`config.mk`:
```
export PLATFORM = sky130hd
export DESIGN_NAME = aof_formatter
export DESIGN_NICKNAME = d
export VERILOG_FILES = /design/src/pkg/aof_pkg.sv /design/src/aof_fifo.sv /design/src/aof_formatter.sv
export SDC_FILE = /design/constraint.sdc
export NUM_CORES = 1
export LEC_CHECK = 0
export BUFFER_PORTS_ARGS = -buffer_cell sky130_fd_sc_hd__buf_2
export CORE_AREA = 2 2 158 160
export CTS_BUF_LIST = sky130_fd_sc_hd__clkbuf_8
export DETAILED_ROUTE_END_ITERATION = 10
export DIE_AREA = 0 0 160 162
export HOLD_SLACK_MARGIN = 0.08
export PLACE_DENSITY = 0.83
export SYNTH_ARGS = -nofsm -noshare
export SYNTH_HDL_FRONTEND = slang
export SYNTH_SLANG_ARGS = --single-unit
```
`constraint.sdc`:
```
create_clock -name CLK_I -period 9.85 [get_ports CLK_I]
set_input_delay 1.97 -clock CLK_I [delete_from_list [all_inputs] [get_ports CLK_I]]
set_output_delay 1.97 -clock CLK_I [all_outputs]
set_load 0.05 [all_outputs]
```
`src/pkg/aof_pkg.sv`:
```
// Purpose: Constants and gain table for the output formatting block
// Assumes: 12-bit samples, serial link of one lane
// Notes:   Shared by the formatter and its assertions
// Summary of operation
// - Coefficient pair selects gain; 111/110 is unity
// - Overload recovery mode defaults coefficients 001/111
// - Control write-only at 16h, readback at 17h
// - Bit 4 switches the equalizer on
// - Bit 3 picks two's complement or offset
// - Bit 2 picks LSB or MSB first
// - Select 00 sends converted samples
// - Select 01/10 send the two fixed words
// - Select 11 sends the custom word
// - Training word repeats every word
// - Bit and word clocks ignore training select
package aof_pkg;

  // ----------------------------------------
  // Register map
  // ----------------------------------------
  localparam logic [7:0] ADDR_CTRL   = 8'h16;
  localparam logic [7:0] ADDR_RBACK  = 8'h17;
  localparam logic [7:0] CTRL_RESET  = 8'h00;
  localparam int         BIT_EQ      = 4;
  localparam int         BIT_FMT     = 3;
  localparam int         BIT_MSB     = 2;
  localparam int         TRAIN_LO    = 0;
  localparam int         TRAIN_HI    = 1;

  // ----------------------------------------
  // Link and words
  // ----------------------------------------
  localparam int          WORD_BITS  = 12;
  localparam int          FIFO_DEPTH = 8;
  localparam logic [3:0]  BIT_LAST   = 4'hb;
  localparam logic [3:0]  BIT_HALF   = 4'h6;
  localparam logic [11:0] TRAIN_ONE  = 12'h03f;
  localparam logic [11:0] TRAIN_TWO  = 12'haaa;
  localparam logic [11:0] SAT_POS    = 12'h7ff;
  localparam logic [11:0] SAT_NEG    = 12'h800;
  localparam logic [1:0]  STRAP_WAIT = 2'h3;

  // ----------------------------------------
  // Gain
  // ----------------------------------------
  localparam int          GAIN_FRAC  = 10;
  localparam logic [10:0] GAIN_UNITY = 11'h400;
  localparam logic [2:0]  ADC_DEF_A  = 3'h7;
  localparam logic [2:0]  ADC_DEF_B  = 3'h6;
  localparam logic [2:0]  OVR_DEF_A  = 3'h1;
  localparam logic [2:0]  OVR_DEF_B  = 3'h7;

  typedef enum logic [1:0] {TS_SAMPLE, TS_FIXED1, TS_FIXED2, TS_CUSTOM} aof_train_e;

  // Multiplier in 1/1024 steps; unlisted pairs fall back to unity
  function automatic logic [10:0] aof_gain_mult(input logic [5:0] ab);
    logic [10:0] m;
    m = GAIN_UNITY;
    unique case (ab)
      6'h12, 6'h13: m = 11'h675;
      6'h11: m = 11'h64e;
      6'h10: m = 11'h627;
      6'h17: m = 11'h600;
      6'h16: m = 11'h5d8;
      6'h09: m = 11'h5b0;
      6'h08: m = 11'h589;
      6'h0f: m = 11'h562;
      6'h0e: m = 11'h53b;
      6'h01: m = 11'h514;
      6'h00: m = 11'h4ec;
      6'h07: m = 11'h4c5;
      6'h06: m = 11'h49d;
      6'h39: m = 11'h476;
      6'h38: m = 11'h44e;
      6'h3f: m = 11'h428;
      6'h3e: m = 11'h400;
      6'h31: m = 11'h3d9;
      6'h30: m = 11'h3b1;
      6'h37: m = 11'h389;
      6'h36: m = 11'h363;
      default: m = GAIN_UNITY;
    endcase
    return m;
  endfunction

endpackage

```
`src/aof_fifo.sv`:
```
// Purpose: Sample FIFO with a registered head word
// Assumes: DEPTH is a power of two
// Notes:   Head register adds one slot beyond DEPTH
module aof_fifo #(
  parameter int WIDTH = 12,
  parameter int DEPTH = 8
) (
  input  wire logic             clk_i,
  input  wire logic             rst_i,
  input  wire logic             in_valid_i,
  output logic                  in_ready_o,
  input  wire logic [WIDTH-1:0] in_data_i,
  output logic                  out_valid_o,
  input  wire logic             out_ready_i,
  output logic      [WIDTH-1:0] out_data_o
);
  localparam int AW = $clog2(DEPTH);

  logic [WIDTH-1:0] mem_ff [DEPTH];
  logic [AW-1:0]    wr_ff;
  logic [AW-1:0]    rd_ff;
  logic [AW:0]      cnt_ff;
  logic             push;
  logic             load;

  assign in_ready_o = (cnt_ff != (AW+1)'(DEPTH));
  assign push       = in_valid_i && in_ready_o;
  assign load       = (cnt_ff != '0) && (!out_valid_o || out_ready_i);

  always_ff @(posedge clk_i) begin
    if (push) begin
      mem_ff[wr_ff] <= in_data_i;
    end
  end

  always_ff @(posedge clk_i or posedge rst_i) begin
    if (rst_i) begin
      wr_ff  <= '0;
      rd_ff  <= '0;
      cnt_ff <= '0;
    end else begin
      if (push) begin
        wr_ff <= wr_ff + 1'b1;
      end
      if (load) begin
        rd_ff <= rd_ff + 1'b1;
      end
      cnt_ff <= cnt_ff + (AW+1)'(push) - (AW+1)'(load);
    end
  end

  // Head word lives in a register so readers see stable data
  always_ff @(posedge clk_i or posedge rst_i) begin
    if (rst_i) begin
      out_valid_o <= 1'b0;
      out_data_o  <= '0;
    end else if (load) begin
      out_valid_o <= 1'b1;
      out_data_o  <= mem_ff[rd_ff];
    end else if (out_ready_i) begin
      out_valid_o <= 1'b0;
    end
  end

endmodule

```
`src/aof_formatter.sv`:
```
// Purpose: Gain, format, training select and serializer for one lane
// Assumes: BIT_CLK_I comes from outside and is far slower than CLK_I
// Notes:   Samples and register port share CLK_I
module aof_formatter
  import aof_pkg::*;
(
  input  wire logic        CLK_I,
  input  wire logic        RST_I,
  input  wire logic        REG_WR_I,
  input  wire logic        REG_RD_I,
  input  wire logic [7:0]  REG_ADDR_I,
  input  wire logic [7:0]  REG_WDATA_I,
  output logic      [7:0]  REG_RDATA_O,
  input  wire logic        GAIN_WR_I,
  input  wire logic [2:0]  GAIN_COEF_A_I,
  input  wire logic [2:0]  GAIN_COEF_B_I,
  input  wire logic        OVERLOAD_RECOVERY_MODE_I,
  input  wire logic [11:0] CUSTOM_WORD_I,
  input  wire logic        SAMPLE_VALID_I,
  input  wire logic [11:0] SAMPLE_I,
  output logic             SAMPLE_READY_O,
  input  wire logic        BIT_CLK_I,
  output logic             BIT_CLK_O,
  output logic             WORD_CLK_O,
  output logic             SER_DATA_O,
  output logic             EQUALIZER_ON_O
);

  // ----------------------------------------
  // Declarations
  // ----------------------------------------
  logic        [7:0]  ctrl_ff;
  logic        [2:0]  coef_a_ff;
  logic        [2:0]  coef_b_ff;
  logic        [10:0] gain_mult_ff;
  logic        [1:0]  strap_cnt_ff;
  logic               ovr_s1_ff;
  logic               ovr_s2_ff;
  logic               strap_ld;
  logic               bclk_s1_ff;
  logic               bclk_s2_ff;
  logic               bclk_s3_ff;
  logic               bit_edge;
  logic               boundary;
  logic        [3:0]  bit_cnt_ff;
  logic        [11:0] word_ff;
  logic               msb_first_ff;
  logic               fmt_ff;
  aof_train_e         train_ff;
  aof_train_e         nxt_train;
  logic        [11:0] nxt_word;
  logic signed [23:0] prod;
  logic        [11:0] gained;
  logic        [11:0] stage_ff;
  logic               stage_vld_ff;
  logic               nxt_stage_vld;
  logic               accept;
  logic               fifo_in_rdy;
  logic               fifo_out_vld;
  logic        [11:0] fifo_out_data;
  logic               fifo_pop;
  logic               ctrl_wr;

  // ----------------------------------------
  // Control register
  // ----------------------------------------
  assign ctrl_wr = REG_WR_I && (REG_ADDR_I == ADDR_CTRL);

  // Reserved bits are kept so the readback is exact
  always_ff @(posedge CLK_I or posedge RST_I) begin
    if (RST_I) begin
      ctrl_ff <= CTRL_RESET;
    end else if (ctrl_wr) begin
      ctrl_ff <= REG_WDATA_I;
    end
  end

  // Write-only address reads zero; readback stands until the next read
  always_ff @(posedge CLK_I or posedge RST_I) begin
    if (RST_I) begin
      REG_RDATA_O <= '0;
    end else if (REG_RD_I) begin
      REG_RDATA_O <= (REG_ADDR_I == ADDR_RBACK) ? ctrl_ff : '0;
    end
  end

  always_ff @(posedge CLK_I or posedge RST_I) begin
    if (RST_I) begin
      EQUALIZER_ON_O <= 1'b0;
    end else begin
      EQUALIZER_ON_O <= ctrl_wr ? REG_WDATA_I[BIT_EQ] : ctrl_ff[BIT_EQ];
    end
  end

  // ----------------------------------------
  // Gain coefficients
  // ----------------------------------------
  always_ff @(posedge CLK_I or posedge RST_I) begin
    if (RST_I) begin
      ovr_s1_ff <= 1'b0;
      ovr_s2_ff <= 1'b0;
    end else begin
      ovr_s1_ff <= OVERLOAD_RECOVERY_MODE_I;
      ovr_s2_ff <= ovr_s1_ff;
    end
  end

  // Strap read once the synchroniser has settled after reset
  always_ff @(posedge CLK_I or posedge RST_I) begin
    if (RST_I) begin
      strap_cnt_ff <= '0;
    end else if (strap_cnt_ff != STRAP_WAIT) begin
      strap_cnt_ff <= strap_cnt_ff + 2'h1;
    end
  end

  assign strap_ld = (strap_cnt_ff == (STRAP_WAIT - 2'h1));

  always_ff @(posedge CLK_I or posedge RST_I) begin
    if (RST_I) begin
      coef_a_ff <= ADC_DEF_A;
      coef_b_ff <= ADC_DEF_B;
    end else if (GAIN_WR_I) begin
      coef_a_ff <= GAIN_COEF_A_I;
      coef_b_ff <= GAIN_COEF_B_I;
    end else if (strap_ld && ovr_s2_ff) begin
      coef_a_ff <= OVR_DEF_A;
      coef_b_ff <= OVR_DEF_B;
    end
  end

  always_ff @(posedge CLK_I or posedge RST_I) begin
    if (RST_I) begin
      gain_mult_ff <= GAIN_UNITY;
    end else begin
      gain_mult_ff <= aof_gain_mult({coef_a_ff, coef_b_ff});
    end
  end

  // ----------------------------------------
  // Gain stage
  // ----------------------------------------
  // Worst case 2048 x 1653 fits in 23 bits, so no product overflow
  assign prod = $signed(SAMPLE_I) * $signed({1'b0, gain_mult_ff});

  always_comb begin
    if (prod[23:21] == 3'h0 || prod[23:21] == 3'h7) begin
      gained = prod[21:10];
    end else if (prod[23]) begin
      gained = SAT_NEG;
    end else begin
      gained = SAT_POS;
    end
  end

  assign accept = SAMPLE_VALID_I && SAMPLE_READY_O;

  always_comb begin
    nxt_stage_vld = stage_vld_ff;
    if (accept) begin
      nxt_stage_vld = 1'b1;
    end else if (stage_vld_ff && fifo_in_rdy) begin
      nxt_stage_vld = 1'b0;
    end
  end

  // Half rate at the input is ample: words leave once per twelve bits
  always_ff @(posedge CLK_I or posedge RST_I) begin
    if (RST_I) begin
      stage_vld_ff   <= 1'b0;
      stage_ff       <= '0;
      SAMPLE_READY_O <= 1'b0;
    end else begin
      stage_vld_ff   <= nxt_stage_vld;
      SAMPLE_READY_O <= !nxt_stage_vld;
      if (accept) begin
        stage_ff <= gained;
      end
    end
  end

  aof_fifo #(
    .WIDTH (WORD_BITS),
    .DEPTH (FIFO_DEPTH)
  ) u_fifo (
    .clk_i       (CLK_I),
    .rst_i       (RST_I),
    .in_valid_i  (stage_vld_ff),
    .in_ready_o  (fifo_in_rdy),
    .in_data_i   (stage_ff),
    .out_valid_o (fifo_out_vld),
    .out_ready_i (fifo_pop),
    .out_data_o  (fifo_out_data)
  );

  // ----------------------------------------
  // Bit clock sampling
  // ----------------------------------------
  always_ff @(posedge CLK_I or posedge RST_I) begin
    if (RST_I) begin
      bclk_s1_ff <= 1'b0;
      bclk_s2_ff <= 1'b0;
      bclk_s3_ff <= 1'b0;
    end else begin
      bclk_s1_ff <= BIT_CLK_I;
      bclk_s2_ff <= bclk_s1_ff;
      bclk_s3_ff <= bclk_s2_ff;
    end
  end

  assign bit_edge = bclk_s2_ff && !bclk_s3_ff;
  assign boundary = bit_edge && (bit_cnt_ff == BIT_LAST);

  // ----------------------------------------
  // Word selection
  // ----------------------------------------
  assign nxt_train = aof_train_e'(ctrl_ff[TRAIN_HI:TRAIN_LO]);
  // In training the FIFO is left alone so the source is held back
  assign fifo_pop = boundary && (nxt_train == TS_SAMPLE);

  // Underrun sends zero rather than a stale sample
  always_comb begin
    nxt_word = '0;
    unique case (nxt_train)
      TS_SAMPLE: begin
        if (fifo_out_vld) begin
          nxt_word = fifo_out_data;
          if (ctrl_ff[BIT_FMT]) begin
            nxt_word[11] = ~fifo_out_data[11];
          end
        end
      end
      TS_FIXED1: nxt_word = TRAIN_ONE;
      TS_FIXED2: nxt_word = TRAIN_TWO;
      TS_CUSTOM: nxt_word = CUSTOM_WORD_I;
    endcase
  end

  // Settings are sampled only as a new word starts
  always_ff @(posedge CLK_I or posedge RST_I) begin
    if (RST_I) begin
      train_ff     <= TS_SAMPLE;
      fmt_ff       <= 1'b0;
      msb_first_ff <= 1'b0;
    end else if (boundary) begin
      train_ff     <= nxt_train;
      fmt_ff       <= ctrl_ff[BIT_FMT];
      msb_first_ff <= ctrl_ff[BIT_MSB];
    end
  end

  // ----------------------------------------
  // Serializer
  // ----------------------------------------
  always_ff @(posedge CLK_I or posedge RST_I) begin
    if (RST_I) begin
      bit_cnt_ff <= BIT_LAST;
      word_ff    <= '0;
      SER_DATA_O <= 1'b0;
    end else if (boundary) begin
      bit_cnt_ff <= '0;
      word_ff    <= nxt_word;
      SER_DATA_O <= ctrl_ff[BIT_MSB] ? nxt_word[11] : nxt_word[0];
    end else if (bit_edge) begin
      bit_cnt_ff <= bit_cnt_ff + 4'h1;
      SER_DATA_O <= msb_first_ff ? word_ff[BIT_LAST - bit_cnt_ff - 4'h1]
                                 : word_ff[bit_cnt_ff + 4'h1];
    end
  end

  // Word clock depends only on the bit counter, bit clock only on the sampled pin; neither on the word source
  always_ff @(posedge CLK_I or posedge RST_I) begin
    if (RST_I) begin
      WORD_CLK_O <= 1'b0;
      BIT_CLK_O  <= 1'b0;
    end else begin
      BIT_CLK_O <= bclk_s2_ff;
      if (boundary) begin
        WORD_CLK_O <= 1'b1;
      end else if (bit_edge && (bit_cnt_ff + 4'h1 == BIT_HALF)) begin
        WORD_CLK_O <= 1'b0;
      end
    end
  end
endmodule

```
==> impl_metrics.tcl <==
set metrics [dict create \
    std_cell_rows 57 \
    power_leakage_uw 0.00648 \
    dp.final_hpwl_mm 19.6 \
    grt_max_degree 77 \
    cts-root-buf "clkbuf_8" \
    die_w_um 160 \
    synth_top_area_frac 0.215 \
    die_area_um2 25900 \
    htree_levels 4 \
    period_share 0.765 \
    port_buffers 66 \
    synth.most_common_cell "inv_1" \
    clockBufferDepth 2 \
    syn_area_per_cell_um2 11.1 \
    r2r_cells 18 \
    r2r_end "stage_ff[1]" \
    start_util 0.557 \
    hold_path.class "reg2reg" \
    crit_type "in2reg" \
    maxSlewViolCount 0 \
    synth-edff-count 96 \
    grt_pass1_wl_mm 43.9 \
    rsz0062_at_grt "false" \
    drive_gt1_frac 0.142 \
    cap_violations 0 \
    reg2reg_slack_ns 3.30 \
    finalSetupViolations 0 \
    crit_path_max_fanout 11 \
    ys_async_sr_fraction 0.503 \
    core_um2 24100 \
    grt-ovfl-total 0 \
    viasPerCell 5.49 \
    drtIter0Drc 564 \
    synth_largest_area_cell "edfxtp_1" \
    reg2reg_from "gain_mult_ff[3]" \
    synth_seq_cells 193 \
    min_period_ns 7.53 \
    wl_per_cell_um 16.1 \
    postCtsSetupBuffers 0 \
    finClkSkew_ns 0.0191 \
    gr-usage-all-layers 0.211 \
    syn_area_um2 13400 \
    clkLatencyLatePin_ns 0.47 \
    postSynthCellCount 1214 \
    worst_pin_slew_ns 1.10 \
    slew_headroom 0.265 \
    cts_made_buffers 17 \
    drc 0 \
    antenna_cells 0 \
    yosysSeqAreaShare 0.396 \
    crit_required_ns 10.15 \
    crit_end "stage_ff[1]" \
    postCtsHoldBufs 0 \
    grt_pass1_vias 9110 \
    cp-start-kind "primary input" \
    fmax_mhz 133 \
    run_status "finished clean" \
    synth-main-ff-cell "edfxtp_1" \
    synthDistinctLibCells 68 \
    wl_mm 25.6 \
    dr.pass1.iters 7 \
    gp_congestion 0.895 \
    fillers 1920 \
    dieHeight_um 162 \
    area_delta_synth_final_pct 7.44 \
    ant_nets 0 \
    netlist_top_cells_area "edfxtp_1 21%, fa_1 19%, dfrtp_1 16%" \
    synth_fp_nets 1457 \
    cts_tree "built" \
    crit_start "SAMPLE_I[11]" \
    place_ws_ns 1.86 \
    nNetsFinal 1496 \
    ys.warnings.count 0 \
    powerDensity_nw_per_um2 292 \
    irDropWorstVdd_mv 0.309 \
    via_count 8728 \
    fin_ws_ns 2.32 \
    cts.sinks 193 \
    timing_hold_violations_final 0 \
    synth_common_cells "205 x inv_1, 173 x nand2_1, 125 x fa_1" \
    fin_tns_setup_ns 0 \
    antenna_found_initial 0 \
    top_level_ports 67 \
    cts.clk_slew.worst_paths_ns 0.10 \
    endpoint_kind "flop" \
    cts.repair.resized 0 \
    critPathArrivalTime_ns 7.83 \
]
[cell families after synthesis]
| logic type | share of synthesized area |
|---|---|
| buf+inv | 0.0738 |
| flops | 0.396 |
| compound gates | 0.0901 |
| simple gates | 0.100 |
| mux | 0.0731 |
| fa+ha+maj | 0.246 |
| xor+xnor | 0.0202 |
[power by group]
group          internal [µW]  switching, µW  leakage [µW]  total, µW
clock                    214            302      0.000201        516
combinational           1030           1450       0.00427       2480
sequential              1060            164       0.00202       1220
total                   2300           1910       0.00648       4210
[metrics by stage]
stage	std cells	power, µW	util	hold WS [ns]	cell area [µm²]
2_1_floorplan	1214	3210	-	0.331	13400
3_3_place_gp	1558	3590	0.581	0.334	14000
3_5_place_dp	1558	3710	0.581	0.338	14000
4_1_cts	1590	4230	0.598	0.370	14400
5_1_grt	1590	4630	0.598	0.379	14400
6_report	1590	4210	0.598	0.367	14400
[worst min-delay path by stage]
stage	startpoint	endpoint	slack [ns]	cells past startpoint
2_1_floorplan	bclk_s1_ff	bclk_s2_ff	0.33	0
3_3_place_gp	bclk_s1_ff	bclk_s2_ff	0.33	0
3_5_place_dp	ovr_s1_ff	ovr_s2_ff	0.34	0
4_1_cts	ovr_s1_ff	ovr_s2_ff	0.37	0
5_1_grt	ovr_s1_ff	ovr_s2_ff	0.38	0
6_report	bclk_s1_ff	bclk_s2_ff	0.37	0
[layer usage]
layer	wire, µm	GRT usage	share of wire
met3	1210	0.0314	0.047
met1	10700	0.270	0.42
met2	13200	0.378	0.52
met4	476	0.0631	0.019
met5	0	0	0
[layout make-up]
cell class | count | area (µm²) | area share
clock inverter | 15 | 173 | 0.0120
sequential | 193 | 5320 | 0.369
clock buffer | 17 | 234 | 0.0162
inverter | 205 | 772 | 0.0535
multi-input combinational | 760 | 7110 | 0.493
tap | 324 | 405 | 0.0281
timing repair buffer | 76 | 405 | 0.0281
[cells in the final DEF (no fill, tap or decap), types with 3 or more instances in the layout]
master,netlist,layout
nor2b_1,3,3
xnor2_1,19,19
nand3_1,6,6
and2_1,40,40
clkinv_4,0,3
a22oi_1,6,6
a21oi_1,39,39
dfstp_2,9,9
nor2_1,44,44
buf_2,0,66
nand2_1,173,173
o22ai_1,12,12
fa_1,125,125
dfrtp_1,88,88
a221oi_2,3,3
ha_1,64,64
edfxtp_1,96,96
and3_1,3,3
inv_1,205,204
mux2i_1,17,17
o31ai_1,7,7
nand2b_1,7,7
buf_4,1,10
nor3_1,12,12
a211oi_1,5,5
mux2_2,12,12
clkbuf_8,0,17
mux4_2,30,30
a21o_1,6,6
inv_6,0,3
a31oi_1,5,5
o21ai_0,62,62
a32oi_1,3,3
xor2_1,12,12
inv_8,0,4
[worst max-delay path: stages]
cell       delay [ns]
buf_2            0.19
nand2_1          0.16
fa_1             0.58
inv_1            0.13
fa_1             0.66
inv_1            0.09
fa_1             0.49
inv_1            0.05
fa_1             0.47
inv_1            0.05
fa_1             0.47
inv_1            0.04
ha_1             0.34
a2111oi_0        0.45
o21ai_0          0.16
o21ai_1          0.33
o311ai_1         0.12
a21oi_1          0.88
a221oi_2         0.18
[sequential cells by signal, indices dropped and copies added, names as in the netlist, 2 cells and up]
signal	flops
bit_cnt_ff	4
word_ff	12
coef_a_ff	3
REG_RDATA_O	8
strap_cnt_ff	2
u_fifo.rd_ff	3
coef_b_ff	3
u_fifo.cnt_ff	4
u_fifo.wr_ff	3
stage_ff	12
u_fifo.out_data_o	12
ctrl_ff	8
u_fifo.mem_ff	96
gain_mult_ff	11
Note: power is estimated with default switching activity, not from simulation.
